`src/pkg/dio_latch_irq_params.svh`:
```
// Register map, field positions and reset values of the input latch and interrupt block.
`ifndef DIO_LATCH_IRQ_PARAMS_SVH
`define DIO_LATCH_IRQ_PARAMS_SVH

`define ADDR_W          8
`define OFS_G1_SETUP    8'h00
`define OFS_G2_SETUP    8'h04
`define OFS_SHARED      8'h08
`define OFS_STATUS      8'h0c
`define OFS_MASK        8'h10
`define OFS_G1_PORT     8'h14
`define OFS_G2_PORT     8'h18
`define OFS_G1_TC_ACK   8'h1c
`define OFS_G2_TC_ACK   8'h20
`define OFS_T3_ACK      8'h24

`define SETUP_W         7
`define SETUP_RST       7'h00
`define B_RDY_EN        0
`define B_PULSE         1
`define B_EDGE          2
`define B_INVERT        3
`define B_DOUBLE_BUFFER_SELECT        4
`define B_HS_EN         5
`define B_INPUT         6

`define SHARED_W        3
`define SHARED_RST      3'h0
`define B_TC1_EN        0
`define B_TC2_EN        1
`define B_T3_EN         2

`define ST_W            5
`define ST_RST          5'h00
`define ST_RDY1         0
`define ST_RDY2         1
`define ST_TC1          2
`define ST_TC2          3
`define ST_T3           4
`define ST_LINE1_MASK   5'h05
`define ST_LINE2_MASK   5'h1a

`define RESP_OKAY       2'h0
`define RESP_SLVERR     2'h2
`define SYNC_STAGES     3

`endif

```
`src/pkg/dio_latch_irq_pkg.sv`:
```
// Types shared by the input latch and interrupt block.
package dio_latch_irq_pkg;

    typedef enum logic [1:0] {
        MODE_LEVEL    = 2'b00,
        MODE_LEADING  = 2'b01,
        MODE_TRAILING = 2'b11
    } mode_type;

endpackage : dio_latch_irq_pkg

```
`src/verilog/dio_latch_irq.sv`:
```
// Input data latch and five-source interrupt logic behind an AXI4-Lite register slave.
//
// Summary of operation
// RULE1: Plain input port reads return live lines.
// RULE2: Double-buffered handshake input captures on request.
// RULE3: Level mode: capture at leading edge, hold.
// RULE4: Pulse mode: active edge captures, held until read.
// RULE5: Five interrupt sources exist.
// RULE6: Each source has enable and status bits.
// RULE7: Status register shows active interrupt requests.
// RULE8: Port read or write clears data ready.
// RULE9: Final count ack write clears that flag.
// RULE10: Timer ack write clears timer flag.
// RULE11: Timer interrupt uses the group 2 line.
// RULE12: Timer rising edge sets flag, raises request.
// RULE13: Ready enables live in group setup registers.
// RULE14: Final count and timer enables in shared.
// RULE15: Final count input sets group flag.
// RULE16: Pulse and edge bits select handshake mode.
// RULE17: Invert bit makes request active low.
// RULE18: Line 1 group 1, line 2 group 2 plus timer.
// RULE19: Ack writes ignore data, spare other flags.
`include "dio_latch_irq_params.svh"

module dio_latch_irq #(
    parameter int GW = 16
) (
    // Clock and reset.
    input  wire logic                clk,
    input  wire logic                rst_n,
    // AXI4-Lite write address and data.
    input  wire logic [`ADDR_W-1:0]  s_axi_awaddr,
    input  wire logic                s_axi_awvalid,
    output logic                     s_axi_awready,
    input  wire logic [31:0]         s_axi_wdata,
    input  wire logic [3:0]          s_axi_wstrb,
    input  wire logic                s_axi_wvalid,
    output logic                     s_axi_wready,
    // AXI4-Lite write response.
    output logic [1:0]               s_axi_bresp,
    output logic                     s_axi_bvalid,
    input  wire logic                s_axi_bready,
    // AXI4-Lite read.
    input  wire logic [`ADDR_W-1:0]  s_axi_araddr,
    input  wire logic                s_axi_arvalid,
    output logic                     s_axi_arready,
    output logic [31:0]              s_axi_rdata,
    output logic [1:0]               s_axi_rresp,
    output logic                     s_axi_rvalid,
    input  wire logic                s_axi_rready,
    // Connector pins and event inputs, asynchronous.
    input  wire logic [GW-1:0]       group1_lines,
    input  wire logic [GW-1:0]       group2_lines,
    input  wire logic                group1_request,
    input  wire logic                group2_request,
    input  wire logic                group1_dma_final_count,
    input  wire logic                group2_dma_final_count,
    input  wire logic                timer3_out,
    // Interrupt lines.
    output logic                     group1_irq,
    output logic                     group2_irq,
    output logic                     irq
);

    localparam int PW = 2 * GW + 5;

    ////////////////////////////////////////////////////////////////////////////////////////
    // Pin synchronisers: a bit moves on only once the second and third stages agree.

    logic [PW-1:0] pin_raw;
    logic [PW-1:0] sync1_r;
    logic [PW-1:0] sync2_r;
    logic [PW-1:0] sync3_r;
    logic [PW-1:0] flt_r;

    assign pin_raw = {timer3_out, group2_dma_final_count, group1_dma_final_count,
                      group2_request, group1_request, group2_lines, group1_lines};

    always_ff @(posedge clk or negedge rst_n) begin
        if (!rst_n) begin
            sync1_r <= '0;
            sync2_r <= '0;
            sync3_r <= '0;
            flt_r   <= '0;
        end else begin
            sync1_r <= pin_raw;
            sync2_r <= sync1_r;
            sync3_r <= sync2_r;
            flt_r   <= (flt_r & ~(sync2_r ~^ sync3_r)) | (sync3_r & (sync2_r ~^ sync3_r));
        end
    end

    logic [GW-1:0] live [2];
    logic [1:0]    req_f;
    logic [1:0]    tc_f;
    logic          t3_f;

    assign live[0] = flt_r[GW-1:0];
    assign live[1] = flt_r[2*GW-1:GW];
    assign req_f   = flt_r[2*GW+1:2*GW];
    assign tc_f    = flt_r[2*GW+3:2*GW+2];
    assign t3_f    = flt_r[2*GW+4];

    ////////////////////////////////////////////////////////////////////////////////////////
    // Register bus slave.

    logic [`SETUP_W-1:0]  setup_r [2];
    logic [`SHARED_W-1:0] shared_r;
    logic [`ST_W-1:0]     status_r;
    logic [`ST_W-1:0]     mask_r;
    logic [GW-1:0]        buf_r [2];
    logic [`ADDR_W-1:0]   wa_r;
    logic [31:0]          wd_r;
    logic                 aw_got_r;
    logic                 w_got_r;
    logic                 do_wr;
    logic                 do_rd;

    function automatic logic mapped(input logic [`ADDR_W-1:0] a);
        case (a)
            `OFS_G1_SETUP, `OFS_G2_SETUP, `OFS_SHARED, `OFS_STATUS, `OFS_MASK,
            `OFS_G1_PORT, `OFS_G2_PORT, `OFS_G1_TC_ACK, `OFS_G2_TC_ACK,
            `OFS_T3_ACK: mapped = 1'b1;
            default: mapped = 1'b0;
        endcase
    endfunction : mapped

    assign do_wr = aw_got_r && w_got_r && !s_axi_bvalid;
    assign do_rd = s_axi_arvalid && s_axi_arready;

    always_ff @(posedge clk or negedge rst_n) begin
        if (!rst_n) begin
            s_axi_awready <= 1'b1;
            s_axi_wready  <= 1'b1;
            aw_got_r      <= 1'b0;
            w_got_r       <= 1'b0;
            wa_r          <= '0;
            wd_r          <= '0;
            s_axi_bvalid  <= 1'b0;
            s_axi_bresp   <= `RESP_OKAY;
        end else begin
            if (s_axi_awvalid && s_axi_awready) begin
                wa_r          <= s_axi_awaddr;
                aw_got_r      <= 1'b1;
                s_axi_awready <= 1'b0;
            end
            if (s_axi_wvalid && s_axi_wready) begin
                wd_r         <= s_axi_wdata;
                w_got_r      <= 1'b1;
                s_axi_wready <= 1'b0;
            end
            if (do_wr) begin
                aw_got_r     <= 1'b0;
                w_got_r      <= 1'b0;
                s_axi_bvalid <= 1'b1;
                s_axi_bresp  <= mapped(wa_r) ? `RESP_OKAY : `RESP_SLVERR;
            end else if (s_axi_bvalid && s_axi_bready) begin
                s_axi_bvalid  <= 1'b0;
                s_axi_awready <= 1'b1;
                s_axi_wready  <= 1'b1;
            end
        end
    end

    // Byte enables are not honoured; every register is narrower than one lane group.
    always_ff @(posedge clk or negedge rst_n) begin
        if (!rst_n) begin
            setup_r[0] <= `SETUP_RST;
            setup_r[1] <= `SETUP_RST;
            shared_r   <= `SHARED_RST;
            mask_r     <= `ST_RST;
        end else if (do_wr) begin
            case (wa_r)
                `OFS_G1_SETUP: setup_r[0] <= wd_r[`SETUP_W-1:0]; // RULE13
                `OFS_G2_SETUP: setup_r[1] <= wd_r[`SETUP_W-1:0]; // RULE13
                `OFS_SHARED:   shared_r   <= wd_r[`SHARED_W-1:0]; // RULE14
                `OFS_MASK:     mask_r     <= wd_r[`ST_W-1:0];
                default: begin
                end
            endcase
        end
    end

    always_ff @(posedge clk or negedge rst_n) begin
        if (!rst_n) begin
            s_axi_arready <= 1'b1;
            s_axi_rvalid  <= 1'b0;
            s_axi_rdata   <= '0;
            s_axi_rresp   <= `RESP_OKAY;
        end else if (do_rd) begin
            s_axi_arready <= 1'b0;
            s_axi_rvalid  <= 1'b1;
            s_axi_rresp   <= mapped(s_axi_araddr) ? `RESP_OKAY : `RESP_SLVERR;
            case (s_axi_araddr)
                `OFS_G1_SETUP: s_axi_rdata <= 32'(setup_r[0]);
                `OFS_G2_SETUP: s_axi_rdata <= 32'(setup_r[1]);
                `OFS_SHARED:   s_axi_rdata <= 32'(shared_r);
                `OFS_STATUS:   s_axi_rdata <= 32'(status_r); // RULE7
                `OFS_MASK:     s_axi_rdata <= 32'(mask_r);
                `OFS_G1_PORT:  s_axi_rdata <= 32'(port_view(setup_r[0], buf_r[0], live[0])); // RULE1
                `OFS_G2_PORT:  s_axi_rdata <= 32'(port_view(setup_r[1], buf_r[1], live[1])); // RULE1
                default:       s_axi_rdata <= '0;
            endcase
        end else if (s_axi_rvalid && s_axi_rready) begin
            s_axi_rvalid  <= 1'b0;
            s_axi_arready <= 1'b1;
        end
    end

    ////////////////////////////////////////////////////////////////////////////////////////
    // Handshake request decode and input buffers.

    function automatic dio_latch_irq_pkg::mode_type dec_mode(input logic [`SETUP_W-1:0] s);
        case ({s[`B_EDGE], s[`B_PULSE]})
            2'b01:   dec_mode = dio_latch_irq_pkg::MODE_LEADING;
            2'b11:   dec_mode = dio_latch_irq_pkg::MODE_TRAILING;
            default: dec_mode = dio_latch_irq_pkg::MODE_LEVEL;
        endcase
    endfunction : dec_mode

    function automatic logic [GW-1:0] port_view(input logic [`SETUP_W-1:0] s,
                                                input logic [GW-1:0] b,
                                                input logic [GW-1:0] l);
        port_view = (s[`B_DOUBLE_BUFFER_SELECT] && s[`B_INPUT]) ? b : l;
    endfunction : port_view

    logic [1:0] act;
    logic [1:0] act_q_r;
    logic [1:0] lead;
    logic [1:0] trail;
    logic [1:0] fire;
    logic [1:0] capture_on;
    logic [1:0] held_r;
    logic [1:0] rd_port;
    logic [1:0] wr_port;
    dio_latch_irq_pkg::mode_type mode [2];

    for (genvar g = 0; g < 2; g++) begin : g_req
        assign mode[g]       = dec_mode(setup_r[g]); // RULE16
        assign act[g]        = req_f[g] ^ setup_r[g][`B_INVERT]; // RULE17
        assign lead[g]       = act[g] && !act_q_r[g];
        assign trail[g]      = !act[g] && act_q_r[g];
        assign fire[g]       = setup_r[g][`B_HS_EN] &&
                               ((mode[g] == dio_latch_irq_pkg::MODE_TRAILING) ? trail[g] : lead[g]);
        assign capture_on[g] = setup_r[g][`B_INPUT] && setup_r[g][`B_DOUBLE_BUFFER_SELECT] &&
                               setup_r[g][`B_HS_EN];
    end

    assign rd_port[0] = do_rd && (s_axi_araddr == `OFS_G1_PORT);
    assign rd_port[1] = do_rd && (s_axi_araddr == `OFS_G2_PORT);
    assign wr_port[0] = do_wr && (wa_r == `OFS_G1_PORT);
    assign wr_port[1] = do_wr && (wa_r == `OFS_G2_PORT);

    always_ff @(posedge clk or negedge rst_n) begin
        if (!rst_n) begin
            act_q_r <= '0;
        end else begin
            act_q_r <= act;
        end
    end

    always_ff @(posedge clk or negedge rst_n) begin
        if (!rst_n) begin
            buf_r[0] <= '0;
            buf_r[1] <= '0;
            held_r   <= '0;
        end else begin
            for (int g = 0; g < 2; g++) begin
                if (!capture_on[g]) begin
                    held_r[g] <= 1'b0;
                end else if (mode[g] == dio_latch_irq_pkg::MODE_LEVEL) begin
                    held_r[g] <= 1'b0;
                    if (lead[g] || !act[g]) begin
                        buf_r[g] <= live[g]; // RULE2 RULE3
                    end
                end else if (fire[g] && !held_r[g]) begin
                    buf_r[g]  <= live[g]; // RULE2 RULE4
                    held_r[g] <= 1'b1;
                end else if (rd_port[g]) begin
                    held_r[g] <= 1'b0; // RULE4
                end
            end
        end
    end

    ////////////////////////////////////////////////////////////////////////////////////////
    // Interrupt status, enables and lines. A new event wins over a clear in the same cycle.

    logic             t3_q_r;
    logic [1:0]       tc_q_r;
    logic [`ST_W-1:0] ev;
    logic [`ST_W-1:0] clr;
    logic [`ST_W-1:0] en;
    logic [`ST_W-1:0] pend;

    assign ev = {t3_f && !t3_q_r, tc_f & ~tc_q_r, fire}; // RULE5 RULE12 RULE15
    assign en = {shared_r[`B_T3_EN], shared_r[`B_TC2_EN], shared_r[`B_TC1_EN],
                 setup_r[1][`B_RDY_EN], setup_r[0][`B_RDY_EN]}; // RULE6 RULE13 RULE14
    assign clr[`ST_RDY1] = rd_port[0] || wr_port[0]; // RULE8
    assign clr[`ST_RDY2] = rd_port[1] || wr_port[1]; // RULE8
    assign clr[`ST_TC1]  = do_wr && ((wa_r == `OFS_G1_TC_ACK) ||
                           (wa_r == `OFS_STATUS && wd_r[`ST_TC1])); // RULE9 RULE19
    assign clr[`ST_TC2]  = do_wr && ((wa_r == `OFS_G2_TC_ACK) ||
                           (wa_r == `OFS_STATUS && wd_r[`ST_TC2])); // RULE9 RULE19
    assign clr[`ST_T3]   = do_wr && ((wa_r == `OFS_T3_ACK) ||
                           (wa_r == `OFS_STATUS && wd_r[`ST_T3])); // RULE10 RULE19
    assign pend = status_r & en; // RULE6

    always_ff @(posedge clk or negedge rst_n) begin
        if (!rst_n) begin
            t3_q_r   <= 1'b0;
            tc_q_r   <= '0;
            status_r <= `ST_RST;
        end else begin
            t3_q_r   <= t3_f;
            tc_q_r   <= tc_f;
            status_r <= (status_r & ~clr) | ev; // RULE7 RULE8 RULE9 RULE10
        end
    end

    always_ff @(posedge clk or negedge rst_n) begin
        if (!rst_n) begin
            group1_irq <= 1'b0;
            group2_irq <= 1'b0;
            irq        <= 1'b0;
        end else begin
            group1_irq <= |(pend & `ST_LINE1_MASK); // RULE18
            group2_irq <= |(pend & `ST_LINE2_MASK); // RULE11 RULE18
            irq        <= |(status_r & mask_r);
        end
    end
endmodule : dio_latch_irq

```
`config.mk`:
```
export PLATFORM = sky130hd
export DESIGN_NAME = dio_latch_irq
export DESIGN_NICKNAME = d
export VERILOG_FILES = /design/src/pkg/dio_latch_irq_pkg.sv /design/src/verilog/dio_latch_irq.sv
export VERILOG_INCLUDE_DIRS = /design/src /design/src/pkg
export SDC_FILE = /design/constraint.sdc
export NUM_CORES = 1
export LEC_CHECK = 0
export BUFFER_PORTS_ARGS = -buffer_cell sky130_fd_sc_hd__buf_4
export CAP_MARGIN = 30
export CELL_PAD_IN_SITES_DETAIL_PLACEMENT = 0
export CELL_PAD_IN_SITES_GLOBAL_PLACEMENT = 2
export CORE_MARGIN = 2
export CORE_UTILIZATION = 43
export CTS_BUF_LIST = sky130_fd_sc_hd__clkbuf_4 sky130_fd_sc_hd__clkbuf_8
export DETAILED_ROUTE_END_ITERATION = 8
export GPL_TIMING_DRIVEN = 0
export PLACE_DENSITY_LB_ADDON = 0.05
export SYNTH_ARGS = -nofsm -noshare
export SYNTH_HDL_FRONTEND = slang
export SYNTH_SLANG_ARGS = --single-unit
```
`constraint.sdc`:
```
create_clock -name clk -period 5.65 [get_ports clk]
set_clock_uncertainty 0.2 [all_clocks]
set_input_delay 1.13 -clock clk [delete_from_list [all_inputs] [get_ports clk]]
set_output_delay 1.13 -clock clk [all_outputs]
set_load 0.05 [all_outputs]
```
Yosys cells after proc, flatten, opt, wreduce, memory -nomap -nowiden. Index checks and enable logic that the tools add are counted.

Reductions and logical operators: 66. Bitwise logic cells: 14. Eq/ne operators: 28. Mux-type cells: 43.

Operators by type and width (count): $mux W16 (8); $pmux W16 S7 (1); $and A37 B37 Y37 (2); $eq A8 B5 Y1 const B (8); $not A37 Y37 (1); $or A37 B37 Y37 (1); $xnor A37 B37 Y37 (1); $eq A8 B4 Y1 const B (4); $eq A8 B6 Y1 const B (4); $logic_and A1 B1 Y1 (30); $mux W1 (30); $reduce_or A10 Y1 (2); $eq A8 B3 Y1 const B (2); $logic_not A8 Y1 (2); $and A5 B5 Y5 (3); $reduce_bool A2 Y1 (6); $eq A2 B2 Y1 const B (4); $logic_not A1 Y1 (8); $ne A4 B1 Y1 const B (2); $pmux W2 S2 (2); $reduce_and A2 Y1 (4); $logic_or A1 B1 Y1 (7); $reduce_and A3 Y1 (2); $not A5 Y5 (1); other kinds (11) (16).

Output and inout bits: 44. Register bits after elaboration: 275.

Depth between registers and ports, before layout. Gate-level depths: netlist of the first run.

Depth in word-level cells: 9. Gate-level depth with buffers: 7.

Worst setup path before layout of the first run. No wires, ideal clock.

Kind: input-to-reg. From: input port s_axi_araddr[3]. To: register s_axi_rdata[6]. Setup time: 0.082 ns. Path buffers: 1. Setup slack: 3.017 ns. Cell stages on the path: 5. Arrival: 2.351 ns. Cell sequence: buf_2 -> nor3_1 -> nand2_1 -> o32a_1 -> a31oi_1.

Longest elaborated chain between the ends: 2. Elaborated cells on any way between the ends: 8. Those cells by class: eq/ne (6); mux (1); reduce/logical (1).

RTL lines: start, declared (line dio_latch_irq.sv:44) `` input wire logic [`ADDR_W-1:0] s_axi_araddr, ``; $eq A8 B5 Y1 (tied with other cells) (line dio_latch_irq.sv:194) `case (s_axi_araddr)`; $pmux W16 S7 (*) (line dio_latch_irq.sv:194); end signal, assigned (line dio_latch_irq.sv:195) `` `OFS_G1_SETUP: s_axi_rdata <= 32'(setup_r[0]); ``; end signal, assigned (line dio_latch_irq.sv:196) `` `OFS_G2_SETUP: s_axi_rdata <= 32'(setup_r[1]); ``; end signal, assigned (line dio_latch_irq.sv:197) `` `OFS_SHARED: s_axi_rdata <= 32'(shared_r); ``; end, declared (line dio_latch_irq.sv:47) `output logic [31:0] s_axi_rdata,`.

Every way passes the cells marked *; elsewhere a longest branch is shown, timed or not. A chain may end at the register's enable or synchronous reset.

Worst setup path after layout of the first run.
From: input port s_axi_araddr[5]. To: register s_axi_rdata[1].

Same word-level chain as after synthesis.

==> Flow_metrics.wiki, run 1 <==
{| class="wikitable"
! Metric !! Value
|-
| Outcome || finished, final reports clean
|-
| Depth of the CTS H-tree || 2
|-
| Count of pins over their slew limit || 0
|-
| Maximum Capacitance Violations || 0
|-
| Worst relative slew slack || 0.508
|-
| DRT iter0 DRCs || 453
|-
| Total Die Area || 25,200 um2
|-
| Total number of vias || 7,135
|-
| Width of the die || 159 um
|-
| Cell accounting for the most synthesized area || sky130_fd_sc_hd__dfrtp_1
|-
| Post-CTS setup buffer count || 0
|-
| Instance area at placement || 11,500 um2
|-
| Minimum clock period after layout || 2.70 ns
|-
| Count of nets left with antenna violations after detail routing || 0
|-
| Total congestion overflow after global routing || 0
|-
| Detailed Place HPWL || 17,500 um
|-
| Post-detailed-route via-to-cell ratio || 5.34
|-
| Count of instances resized after the clock tree is built || 0
|-
| Min setup slack post-route || 2.95 ns
|-
| Initial antenna violation count || 0
|-
| Unique masters post-synth || 61
|-
| Hold/Removal Path Class || reg -> reg
|-
| Vias in the first global route || 7,337
|-
| Library cell with the highest instance count after synthesis || sky130_fd_sc_hd__dfrtp_1
|-
| Portion of synthesized cell area occupied by the leading cell type || 0.616
|-
| Post-route cell area || 12,500 um2
|-
| Number of input and output port buffers inserted || 91
|-
| Slowest cell delay on critical path || 0.57 ns
|-
| Flops & latches, synth || 257
|-
| TritonCTS clock tree || done
|-
| Largest delay share family, worst path || simple AND/OR/NAND/NOR gates
|-
| Final WL || 25,300 um
|-
| Worst supply voltage drop on vdd || 0.000301 V
|-
| Worst slew pin tran || 0.731 ns
|-
| Drt wl/cell || 18.9 um
|-
| Cell-by-cell trace of the critical path || buf_4 -> nor4b_4 -> nand2_1 -> clkbuf_1 -> a2bb2oi_1 -> o211ai_1
|-
| Post-synthesis instance area || 10,300 um2
|-
| Cts bufs inserted || 44
|-
| Filler cells || 2,078
|-
| Final-report setup violation count || 0
|-
| Number of primary I/O pins || 140
|-
| Reported leakage power || 5.66 nW
|-
| Final layout net count || 1,081
|-
| DRT Pass-1 Iters || 4
|-
| Number of endpoints with negative hold slack in the final report || 0
|-
| Setup crit start kind || input pin
|-
| Signed area change from the synthesized netlist to the final layout || 21.6%
|-
| Ys flop type || sky130_fd_sc_hd__dfrtp_1
|-
| Maximum number of pins on one net before global-route repair || 115
|-
| Worst EP arrival || 2.95 ns
|-
| Clock input transition at the sequential cells of the worst setup and hold paths || 0.06 ns
|-
| Proportion of synthesized chip area in sequential cells || 0.624
|-
| Initial standard-cell utilization of the core || 0.438
|-
| Number of diodes || 0
|-
| Root buffer cell || sky130_fd_sc_hd__clkbuf_8
|-
| Site Rows || 56
|-
| # clock sinks || 257
|-
| Accumulated negative setup slack || 0 ns
|-
| Total number of yosys warnings || 0
|-
| Core box area || 23,500 um2
|-
| Total power per unit cell area || 379 nW/um2
|-
| Total routing resource utilization after global routing || 0.201
|-
| Post-synthesis instance total || 829
|-
| Die outline height || 159 um
|-
| Crit path buffers/inverters || 2
|-
| First-pass GRT wire length || 40,400 um
|-
| Layout cell share with drive strength beyond 1 || 0.260
|-
| Worst-case setup slack after placement || 2.44 ns
|-
| Synth async-reset ratio || 1.00
|-
| Type of element capturing the critical path || register
|-
| Synth top cells by count || sky130_fd_sc_hd__dfrtp_1, sky130_fd_sc_hd__nand2_1, sky130_fd_sc_hd__inv_1, sky130_fd_sc_hd__clkbuf_1, sky130_fd_sc_hd__mux2_2
|-
| Crit Path Category || in -> reg
|-
| Crit share post-route || 0.479
|-
| Worst-path maximum fanout || 10
|-
| Mean instance size in the synthesized netlist || 12.4 um2
|-
| Count of hold buffers inserted by post-cts repair || 0
|-
| Maximum buffer depth of the clock tree || 3
|-
| Number of synthesized flops with an enable pin || 0
|-
| Number of remaining DRC errors || 0
|-
| Final estimated routing congestion in global placement || 0.818
|-
| Crit-path slowest cell || sky130_fd_sc_hd__nor4b_4
|-
| Top cells by area, synth || sky130_fd_sc_hd__dfrtp_1, sky130_fd_sc_hd__mux2_2, sky130_fd_sc_hd__maj3_1, sky130_fd_sc_hd__nand2_1, sky130_fd_sc_hd__a2111oi_0
|-
| Unrepaired setup endpoints after global routing || no
|-
| Critical path required time || 5.89 ns
|-
| Insertion delay of the later-clocked pin in the worst-skew pair || 0.55 ns
|-
| Highest achievable clock rate || 0.370 GHz
|}
==> logic make-up after synthesis <==
family / after synthesis / synth area share
flip-flops: 257 / 0.624
AO/OA/AOI/OAI: 173 / 0.121
AND/OR/NAND/NOR: 169 / 0.0829
buffers and inverters: 115 / 0.0506
multiplexers: 75 / 0.0824
adder cells (fa/ha/maj): 37 / 0.0359
XOR/XNOR: 2 / 0.00315
other: 1 / 0.000364
==> metal layers <==
layer | vias to the layer above | wire length [um] | GRT usage
li1 | 3305 | - | -
met1 | 3585 | 11500 | 0.280
met2 | 201 | 11800 | 0.321
met3 | 44 | 1330 | 0.0371
met4 | 0 | 573 | 0.0620
met5 | - | 0 | 0
==> power by group <==
part           switching (mW)  internal (mW)
logic                   0.406          0.249
clock network           0.722           1.17
registers               0.174           2.03
total                    1.30           3.45
==> per-stage QoR <==
step	utilization	std cells	hold WS, ns	total power [mW]
global placement	0.487	1256	0.132	2.87
global route	0.533	1336	0.153	4.98
CTS	0.533	1336	0.144	4.83
detailed placement	0.489	1258	0.135	2.89
finish	0.533	1336	0.139	4.75
floorplan	-	846	0.131	2.60
==> cells in the final DEF, fill, tap and decap left out, drive strengths merged, types with 4 or more instances in the layout <==
master   count
a2111oi     33
a21boi       4
a31oi       33
and3         8
buf        119
bufinv       5
clkbuf     112
conb        18
dfrtp      254
inv         46
maj3        37
mux2        43
mux2i       29
nand2       80
nand3        7
nand4        5
nor2         9
nor3        22
nor4        18
o211ai       7
o21ai       56
o31a         9
==> path summary, 6_finish.rpt <==
path | from | endpoint | slack (ns) | cells past startpoint
hold / removal | sync1_r[35]$_DFF_PN0_ | sync2_r[35]$_DFF_PN0_ | 0.14 | 0
max in group asynchronous | rst_n | wa_r[3]$_DFFE_PN0P_ | 4.02 | 2
setup / recovery | s_axi_araddr[5] | s_axi_rdata[1]$_DFFE_PN0N_ | 2.95 | 6
setup reg to reg | setup_r[3]$_DFFE_PN0P_ | buf_r[8]$_DFFE_PN0P_ | 3.06 | 6
hold reg to reg | sync1_r[35]$_DFF_PN0_ | sync2_r[35]$_DFF_PN0_ | 0.14 | 0
min in group asynchronous | rst_n | sync3_r[13]$_DFF_PN0_ | 0.32 | 1
==> area by class of cell <==
cell class                 instances  area (um2)  area share
clock buffer                      69         843      0.0673
tap                              319         399      0.0318
clock inverter                     9         173      0.0138
timing repair buffer              93         746      0.0595
sequential                       257        6430       0.513
multi-input combinational        474        3420       0.273
inverter                          46         173      0.0138
buffer                            69         349      0.0278
==> worst reg2reg max path, stage by stage (launching register included) <==
cell                      delay [ns]
sky130_fd_sc_hd__dfrtp_1        0.43
sky130_fd_sc_hd__xor2_2         0.51
sky130_fd_sc_hd__mux2i_2        0.56
sky130_fd_sc_hd__and4_4         0.32
sky130_fd_sc_hd__buf_6          0.12
sky130_fd_sc_hd__buf_2          0.23
sky130_fd_sc_hd__o21ai_1        0.11
(Power assumes the default switching activity.)
==> run 2, diff against run 1 <==
ABC_AREA = 1   (was unset)
CORE_UTILIZATION = 34   (was 43)
clock period = 2.4 ns   (was 5.65 ns; I/O delays follow)
==> run 2 against run 1 <==
- routed wire length shrank 8.5%
- first-iteration DRC count shrank 32%
- count of clock-buffer cells in the layout grew 3
- combinational power grew to 3.3 times the previous value
- clock power grew 120%
- sequential cell count is the same
- sequential power grew 140%
- area after synthesis shrank 5.8%
- synthesized cell count grew 13%
- power grew 140%
- largest cell class unchanged
==> Flow_metrics.wiki, run 2 <==
{| class="wikitable"
! Metric !! Value
|-
| Outcome || finished, final reports clean (unchanged)
|-
| Total Die Area || 29,900 um2 (was 25,200 um2)
|-
| Unique masters post-synth || 29 (was 61)
|-
| Compound-cell area share of the yosys netlist || 0.0464 (was 0.121)
|-
| Unrepaired setup endpoints after global routing || no (unchanged)
|-
| Layout cell share with drive strength beyond 1 || 0.201 (was 0.260)
|-
| Total congestion overflow after global routing || 0 (unchanged)
|-
| Crit path buffers/inverters || 1 (was 2)
|-
| Insertion delay of the later-clocked pin in the worst-skew pair || 0.55 ns (about the same)
|-
| Cell-by-cell trace of the critical path || buf_4 (was buf_4 -> nor4b_4 -> nand2_1 -> clkbuf_1 -> a2bb2oi_1 -> o211ai_1)
|-
| Post-placement cell count || 1,423 (was 1,258)
|-
| Number of cells in the finished layout apart from fillers || 1,561 (was 1,336)
|-
| Drt wl/cell || 14.8 um (was 18.9 um)
|-
| Flops & latches, synth || 257 (unchanged)
|-
| Detailed Place HPWL || 15,600 um (was 17,500 um)
|-
| Library cell with the highest instance count after synthesis || sky130_fd_sc_hd__nand2_1 (was sky130_fd_sc_hd__dfrtp_1)
|-
| Number of primary I/O pins || 140 (unchanged)
|-
| Hold/Removal Path Class || in -> reg (was reg -> reg)
|-
| Maximum Capacitance Violations || 0 (unchanged)
|-
| Worst relative slew slack || 0.586 (was 0.508)
|-
| Proportion of synthesized area in mux cells || 0 (was 0.0824)
|-
| Maximum number of pins on one net before global-route repair || 121 (was 115)
|-
| Count of nets left with antenna violations after detail routing || 0 (unchanged)
|-
| Final estimated routing congestion in global placement || 0.755 (was 0.818)
|-
| Maximum buffer depth of the clock tree || 3 (unchanged)
|-
| Worst-case setup slack after placement || 0.178 ns (was 2.44 ns)
|-
| Worst slew pin tran || 0.621 ns (was 0.731 ns)
|-
| Fraction of the mapped netlist area in simple logic gates || 0.195 (was 0.0829)
|-
| Die outline height || 173 um (was 159 um)
|-
| Minimum clock period after layout || 1.96 ns
|-
| Commonest non-fill, non-tap cell in the layout || sky130_fd_sc_hd__nand2_1 (was sky130_fd_sc_hd__dfrtp_1)
|-
| Adder-cell share of the synthesized area || 0.0381 (was 0.0359)
|-
| Largest delay share family, worst path || flip-flops (was simple AND/OR/NAND/NOR gates)
|-
| Cell accounting for the most synthesized area || sky130_fd_sc_hd__dfrtp_1 (unchanged)
|-
| First-pass GRT wire length || 37,800 um (was 40,400 um)
|-
| Mean instance size in the synthesized netlist || 10.4 um2 (was 12.4 um2)
|-
| Synth async-reset ratio || 1.00 (unchanged)
|-
| Worst supply voltage drop on vdd || 0.000491 V (was 0.000301 V)
|-
| TritonCTS clock tree || done (unchanged)
|-
| Total routing resource utilization after global routing || 0.158 (was 0.201)
|-
| Post-synthesis instance total || 934 (was 829)
|-
| Post-CTS setup buffer count || 0 (unchanged)
|-
| Number of input and output port buffers inserted || 92 (was 91)
|-
| Number of synthesized flops with an enable pin || 0 (unchanged)
|-
| Xor/xnor share of the synthesized area || 0 (was 0.00315)
|-
| Total power per unit cell area || 924 nW/um2 (was 379 nW/um2)
|-
| Crit Path Category || reg -> out (was in -> reg)
|-
| Core box area || 27,900 um2 (was 23,500 um2)
|-
| Post-synthesis instance area || 9710 um2 (was 10,300 um2)
|-
| Width of the die || 173 um (was 159 um)
|-
| Min setup slack post-route || 0.438 ns (was 2.95 ns)
|-
| DRT iter0 DRCs || 307 (was 453)
|-
| Worst EP arrival || 1.28 ns (was 2.95 ns)
|-
| Ys flop type || sky130_fd_sc_hd__dfrtp_1 (unchanged)
|-
| Depth of the CTS H-tree || 2 (unchanged)
|-
| Final WL || 23,100 um (was 25,300 um)
|-
| Synth top cells by count || sky130_fd_sc_hd__nand2_1, sky130_fd_sc_hd__dfrtp_1, sky130_fd_sc_hd__nand3_1, sky130_fd_sc_hd__inv_1, sky130_fd_sc_hd__nor2_1 (was sky130_fd_sc_hd__dfrtp_1, sky130_fd_sc_hd__nand2_1, sky130_fd_sc_hd__inv_1, sky130_fd_sc_hd__clkbuf_1, sky130_fd_sc_hd__mux2_2)
|-
| Final layout net count || 1,246 (was 1,081)
|-
| Critical path required time || 1.72 ns (was 5.89 ns)
|-
| Vias in the first global route || 6,806 (was 7,337)
|-
| Post-detailed-route via-to-cell ratio || 4.38 (was 5.34)
|-
| Total number of yosys warnings || 0 (unchanged)
|-
| Dominant combinational cell family by area after synthesis || simple AND/OR/NAND/NOR gates (was compound AO/OA/AOI/OAI gates)
|-
| DRT Pass-1 Iters || 4 (unchanged)
|-
| Cts bufs inserted || 44 (unchanged)
|-
| Portion of synthesized cell area occupied by the leading cell type || 0.654 (was 0.616)
|-
| Final-report setup violation count || 0 (unchanged)
|-
| Number of endpoints with negative hold slack in the final report || 0 (unchanged)
|-
| Worst-path maximum fanout || 3 (was 10)
|-
| Number of remaining DRC errors || 0 (unchanged)
|-
| Crit-path slowest cell || sky130_fd_sc_hd__dfstp_2 (was sky130_fd_sc_hd__nor4b_4)
|-
| Crit share post-route || 0.818
|-
| Root buffer cell || sky130_fd_sc_hd__clkbuf_8 (unchanged)
|-
| Clock input transition at the sequential cells of the worst setup and hold paths || 0.06 ns (about the same)
|-
| Site Rows || 61 (was 56)
|-
| Type of element capturing the critical path || primary output (was register)
|-
| Total number of vias || 6,834 (was 7,135)
|-
| Post-route core utilization || 0.449 (was 0.533)
|-
| Reported leakage power || 6.22 nW (was 5.66 nW)
|-
| Count of instances resized after the clock tree is built || 0 (unchanged)
|-
| # clock sinks || 257 (unchanged)
|-
| Count of hold buffers inserted by post-cts repair || 59 (was 0)
|-
| Top cells by area, synth || sky130_fd_sc_hd__dfrtp_1, sky130_fd_sc_hd__nand2_1, sky130_fd_sc_hd__nand3_1, sky130_fd_sc_hd__maj3_1, sky130_fd_sc_hd__inv_1 (was sky130_fd_sc_hd__dfrtp_1, sky130_fd_sc_hd__mux2_2, sky130_fd_sc_hd__maj3_1, sky130_fd_sc_hd__nand2_1, sky130_fd_sc_hd__a2111oi_0)
|-
| Most frequent cells in the layout || sky130_fd_sc_hd__nand2_1, sky130_fd_sc_hd__dfrtp_1, sky130_fd_sc_hd__buf_4 (was sky130_fd_sc_hd__dfrtp_1, sky130_fd_sc_hd__buf_4, sky130_fd_sc_hd__nand2_1)
|-
| Proportion of synthesized chip area in sequential cells || 0.662 (was 0.624)
|-
| Number of diodes || 0 (unchanged)
|-
| Slowest cell delay on critical path || 0.54 ns (was 0.57 ns)
|-
| Highest achievable clock rate || 0.510 GHz
|-
| Signed area change from the synthesized netlist to the final layout || 29.1% (was 21.6%)
|-
| Count of pins over their slew limit || 0 (unchanged)
|-
| Initial antenna violation count || 0 (unchanged)
|-
| Initial standard-cell utilization of the core || 0.348 (was 0.438)
|-
| Setup crit start kind || register (was input pin)
|}
[run 2: cell type report]
cell class / instances / area (um2)
Buffer: 42 / 279
Clock buffer: 72 / 903
Clock inverter: 7 / 40.0
Fill cell: 2740 / 15400
Inverter: 74 / 278
Multi-Input combinational cell: 578 / 2790
Sequential cell: 257 / 6430
Tap cell: 378 / 473
Timing Repair Buffer: 153 / 1340
[run 2: cell families after synthesis]
kind of cell / after synthesis
compound gates: 77
fa+ha+maj: 37
buf+inv: 116
flops: 257
other cells: 1
simple gates: 446
[run 2: worst paths after layout]
path	start	cells past startpoint	slack, ns	end
worst min register to register	sync1_r[8]$_DFF_PN0_	0	0.14	sync2_r[8]$_DFF_PN0_
max in group asynchronous	rst_n	3	0.96	sync1_r[9]$_DFF_PN0_
worst max register to register	setup_r[10]$_DFFE_PN0P_	9	0.50	buf_r[29]$_DFFE_PN0P_
min in group asynchronous	rst_n	2	0.17	sync1_r[1]$_DFF_PN0_
worst min-delay path	s_axi_araddr[4]	5	0.13	s_axi_rresp[1]$_DFFE_PN0N_
worst max-delay path	s_axi_arready$_DFFE_PN1P_	1	0.44	s_axi_arready
[run 2: worst reg2reg max path, stage by stage (launching register included)]
cell and delay, ns:
sky130_fd_sc_hd__dfrtp_1 0.45, sky130_fd_sc_hd__inv_2 0.08, sky130_fd_sc_hd__nand2_1 0.06, sky130_fd_sc_hd__nand3_1 0.14
sky130_fd_sc_hd__nand4_2 0.13, sky130_fd_sc_hd__nand2_2 0.26, sky130_fd_sc_hd__nand2_4 0.17, sky130_fd_sc_hd__buf_6 0.19
sky130_fd_sc_hd__nand2_1 0.07, sky130_fd_sc_hd__nand2_1 0.05
[run 2: layer usage]
metal	track usage	share of wire
met2	0.239	0.44
met1	0.228	0.49
met5	0	0
met3	0.0328	0.051
met4	0.0523	0.023
[run 2: stage by stage]
stage / setup TNS (ns) / hold slack (ns) / instance area [um2] / total power, mW
floorplan: 0 / -0.0156 / 9780 / 6.64
global placement: -390.07 / 0.131 / 10900 / 7.50
detailed placement: 0 / 0.135 / 11000 / 7.52
CTS: 0 / 0.101 / 12500 / 11.8
global route: 0 / 0.145 / 12500 / 12.3
finish: 0 / 0.133 / 12500 / 11.6
[run 2: power breakdown]
group | internal [mW] | leakage [nW] | switching [mW]
combinational | 0.716 | 2.56 | 1.45
sequential | 4.91 | 3.15 | 0.399
clock | 2.37 | 0.501 | 1.74
==> run 3, diff against run 2 <==
ABC_AREA = 0   (was 1)
CORE_UTILIZATION = 40   (was 34)
clock period = 2.05 ns   (was 2.4 ns; I/O delays follow)
==> run 3 against run 2 <==
- the run now ends with setup timing left
- sequential power rose by 15%
- worst setup slack got worse by 0.46 ns
- combinational power fell by 7%
- sequential cell count did not move
- largest cell class unchanged
- core utilization rose by 8.7 points
- design area rose by 8.0%
- largest power group unchanged
- non-clock buffer count rose by 38
==> Flow_metrics.wiki, run 3 (synthesis gave the netlist of run 1 again) <==
{| class="wikitable"
! Metric !! Value
|-
| Worst supply voltage drop on vdd || 0.000700 V (was 0.000491 V)
|-
| Worst EP arrival || 2.29 ns (was 1.28 ns)
|-
| Number of cells in the finished layout apart from fillers || 1,425 (was 1,561)
|-
| Maximum buffer depth of the clock tree || 3 (unchanged)
|-
| Width of the die || 165 um (was 173 um)
|-
| Total Die Area || 27,100 um2 (was 29,900 um2)
|-
| Layout cell share with drive strength beyond 1 || 0.292 (was 0.201)
|-
| Violations in the final reports || setup timing
|-
| Min setup slack post-route || -0.0174 ns (was 0.438 ns)
|-
| Cts bufs inserted || 46 (was 44)
|-
| Critical path required time || 2.28 ns (was 1.72 ns)
|-
| Signed area change from the synthesized netlist to the final layout || 31.3% (was 29.1%)
|-
| Reported leakage power || 6.10 nW (was 6.22 nW)
|-
| Total congestion overflow after global routing || 0 (unchanged)
|-
| Number of primary I/O pins || 140 (unchanged)
|-
| Total power per unit cell area || 998 nW/um2 (was 924 nW/um2)
|-
| Post-detailed-route via-to-cell ratio || 5.23 (was 4.38)
|-
| Root buffer cell || sky130_fd_sc_hd__clkbuf_8 (unchanged)
|-
| Worst-path maximum fanout || 6 (was 3)
|-
| Insertion delay of the later-clocked pin in the worst-skew pair || 0.55 ns (about the same)
|-
| Number of endpoints with negative hold slack in the final report || 0 (unchanged)
|-
| Maximum Capacitance Violations || 0 (unchanged)
|-
| Minimum clock period after layout || 2.07 ns
|-
| Die outline height || 165 um (was 173 um)
|-
| Commonest non-fill, non-tap cell in the layout || sky130_fd_sc_hd__dfrtp_1 (was sky130_fd_sc_hd__nand2_1)
|-
| Storage element area || 6440 um2 (was 6430 um2)
|-
| Launching point of the worst reg2reg path || s_axi_bvalid$_DFFE_PN0P_ (was setup_r[10]$_DFFE_PN0P_)
|-
| TritonCTS clock tree || done (unchanged)
|-
| # clock sinks || 257 (unchanged)
|-
| Outcome || finished with violations (was finished, final reports clean)
|-
| Initial antenna violation count || 1 (was 0)
|-
| Detailed Place HPWL || 17,600 um (was 15,600 um)
|-
| Drt wl/cell || 18.7 um (was 14.8 um)
|-
| Area taken by multi-input logic gates || 3560 um2 (was 2790 um2)
|-
| Critical path origin || s_axi_bvalid$_DFFE_PN0P_ (was s_axi_arready$_DFFE_PN1P_)
|-
| Origin of the worst min-delay path || s_axi_araddr[5] (was s_axi_araddr[4])
|-
| Site Rows || 58 (was 61)
|-
| Instance area at placement || 11,600 um2 (was 11,000 um2)
|-
| Post-route cell area || 13,500 um2 (was 12,500 um2)
|-
| Initial standard-cell utilization of the core || 0.408 (was 0.348)
|-
| Slowest cell delay on critical path || 0.42 ns (was 0.54 ns)
|-
| Total routing resource utilization after global routing || 0.200 (was 0.158)
|-
| Count of nets left with antenna violations after detail routing || 0 (unchanged)
|-
| Filler cells || 2,220 (was 2,740)
|-
| DRT iter0 DRCs || 409 (was 307)
|-
| Core box area || 25,300 um2 (was 27,900 um2)
|-
| Crit share post-route || 1.01
|-
| Hold/Removal Path Class || in -> reg (unchanged)
|-
| Type of element capturing the critical path || register (was primary output)
|-
| Final layout net count || 1,154 (was 1,246)
|-
| Number of diodes || 0 (unchanged)
|-
| Clock input transition at the sequential cells of the worst setup and hold paths || 0.06 ns (about the same)
|-
| Most frequent cells in the layout || sky130_fd_sc_hd__dfrtp_1, sky130_fd_sc_hd__buf_4, sky130_fd_sc_hd__nand2_1 (was sky130_fd_sc_hd__nand2_1, sky130_fd_sc_hd__dfrtp_1, sky130_fd_sc_hd__buf_4)
|-
| Highest achievable clock rate || 0.484 GHz
|-
| Total number of vias || 7,449 (was 6,834)
|-
| Count of pins over their slew limit || 0 (unchanged)
|-
| Post-placement cell count || 1,269 (was 1,423)
|-
| Worst-case setup slack after placement || -0.571 ns (was 0.178 ns)
|-
| Vias in the first global route || 7,629 (was 6,806)
|-
| Number of remaining DRC errors || 0 (unchanged)
|-
| Crit-path slowest cell || sky130_fd_sc_hd__nor4b_4 (was sky130_fd_sc_hd__dfstp_2)
|-
| Setup crit start kind || register (unchanged)
|-
| Maximum number of pins on one net before global-route repair || 120 (was 121)
|-
| Crit Path Category || reg -> reg (was reg -> out)
|-
| Depth of the CTS H-tree || 2 (unchanged)
|-
| Cell-by-cell trace of the critical path || nand3b_1 -> nor4b_4 -> nand4b_1 -> buf_6 -> mux2_4 (was buf_4)
|-
| Number of input and output port buffers inserted || 91 (was 92)
|-
| First-pass GRT wire length || 42,100 um (was 37,800 um)
|-
| Final estimated routing congestion in global placement || 0.838 (was 0.755)
|-
| DRT Pass-1 Iters || 4 (unchanged)
|-
| Final WL || 26,600 um (was 23,100 um)
|-
| Unrepaired setup endpoints after global routing || yes (was no)
|-
| Worst slew pin tran || 0.839 ns (was 0.621 ns)
|-
| Accumulated negative setup slack || -0.0174 ns (was 0 ns)
|-
| Worst relative slew slack || 0.436 (was 0.586)
|-
| Final-report setup violation count || 1 (was 0)
|}
-- run 3: final cells by class --
| class | count | area share |
|---|---|---|
| well taps | 330 | 0.0305 |
| clock buffers | 66 | 0.0643 |
| inverters | 46 | 0.0127 |
| flip-flops and latches | 257 | 0.476 |
| repair buffers | 173 | 0.113 |
| plain buffers | 60 | 0.0267 |
| clock inverters | 19 | 0.0146 |
| multi-input cells | 474 | 0.263 |
-- run 3: power by group --
group / switching [mW] / internal (mW)
Sequential: 0.542 / 5.59
Combinational: 1.14 / 0.855
Clock: 2.13 / 3.25
-- run 3: worst max-delay path, delay by kind of cell (launching register included) --
family | cells | cell delay, ns
buf+inv | 1 | 0.17
flops | 1 | 0.40
mux | 1 | 0.28
simple gates | 3 | 0.90
-- run 3: worst paths after layout --
check                                                  end  cells after the start  slack [ns]
worst max-delay path               shared_r[2]$_DFFE_PN0P_                      5       -0.02
worst min-delay path            s_axi_rresp[1]$_DFFE_PN0N_                      4        0.11
worst max register to register     shared_r[2]$_DFFE_PN0P_                      5       -0.02
worst min register to register       sync2_r[33]$_DFF_PN0_                      0        0.14
max in group asynchronous          s_axi_awready$_DFF_PN1_                      4        0.28
min in group asynchronous            sync3_r[27]$_DFF_PN0_                      2        0.19
-- run 3: routing by layer --
layer  wire, um  share of wire  vias to the layer above  global-route usage
li1           -              -                     3444                   -
met3       1360          0.051                       51              0.0407
met5          0              0                        -                   0
met4        664          0.025                        0              0.0719
met1      12000           0.45                     3762               0.275
met2      12600           0.47                      192               0.316
-- run 3: repair_timing --
item	CTS	global route
endpoints found under the setup margin	72	182
gates resized for setup	20	46
endpoints found under the hold margin	120	0
hold buffers	63	0
pin swaps	4	7
cloned	0	1
buffers inserted	10	6
-- run 3: through the flow --
stage	hold slack [ns]	utilization	power, mW
2_1_floorplan	-0.0856	-	7.17
3_3_place_gp	0.132	0.455	7.92
3_5_place_dp	0.135	0.458	7.99
4_1_cts	0.0700	0.530	13.6
5_1_grt	0.0921	0.536	14.2
6_report	0.111	0.536	13.5
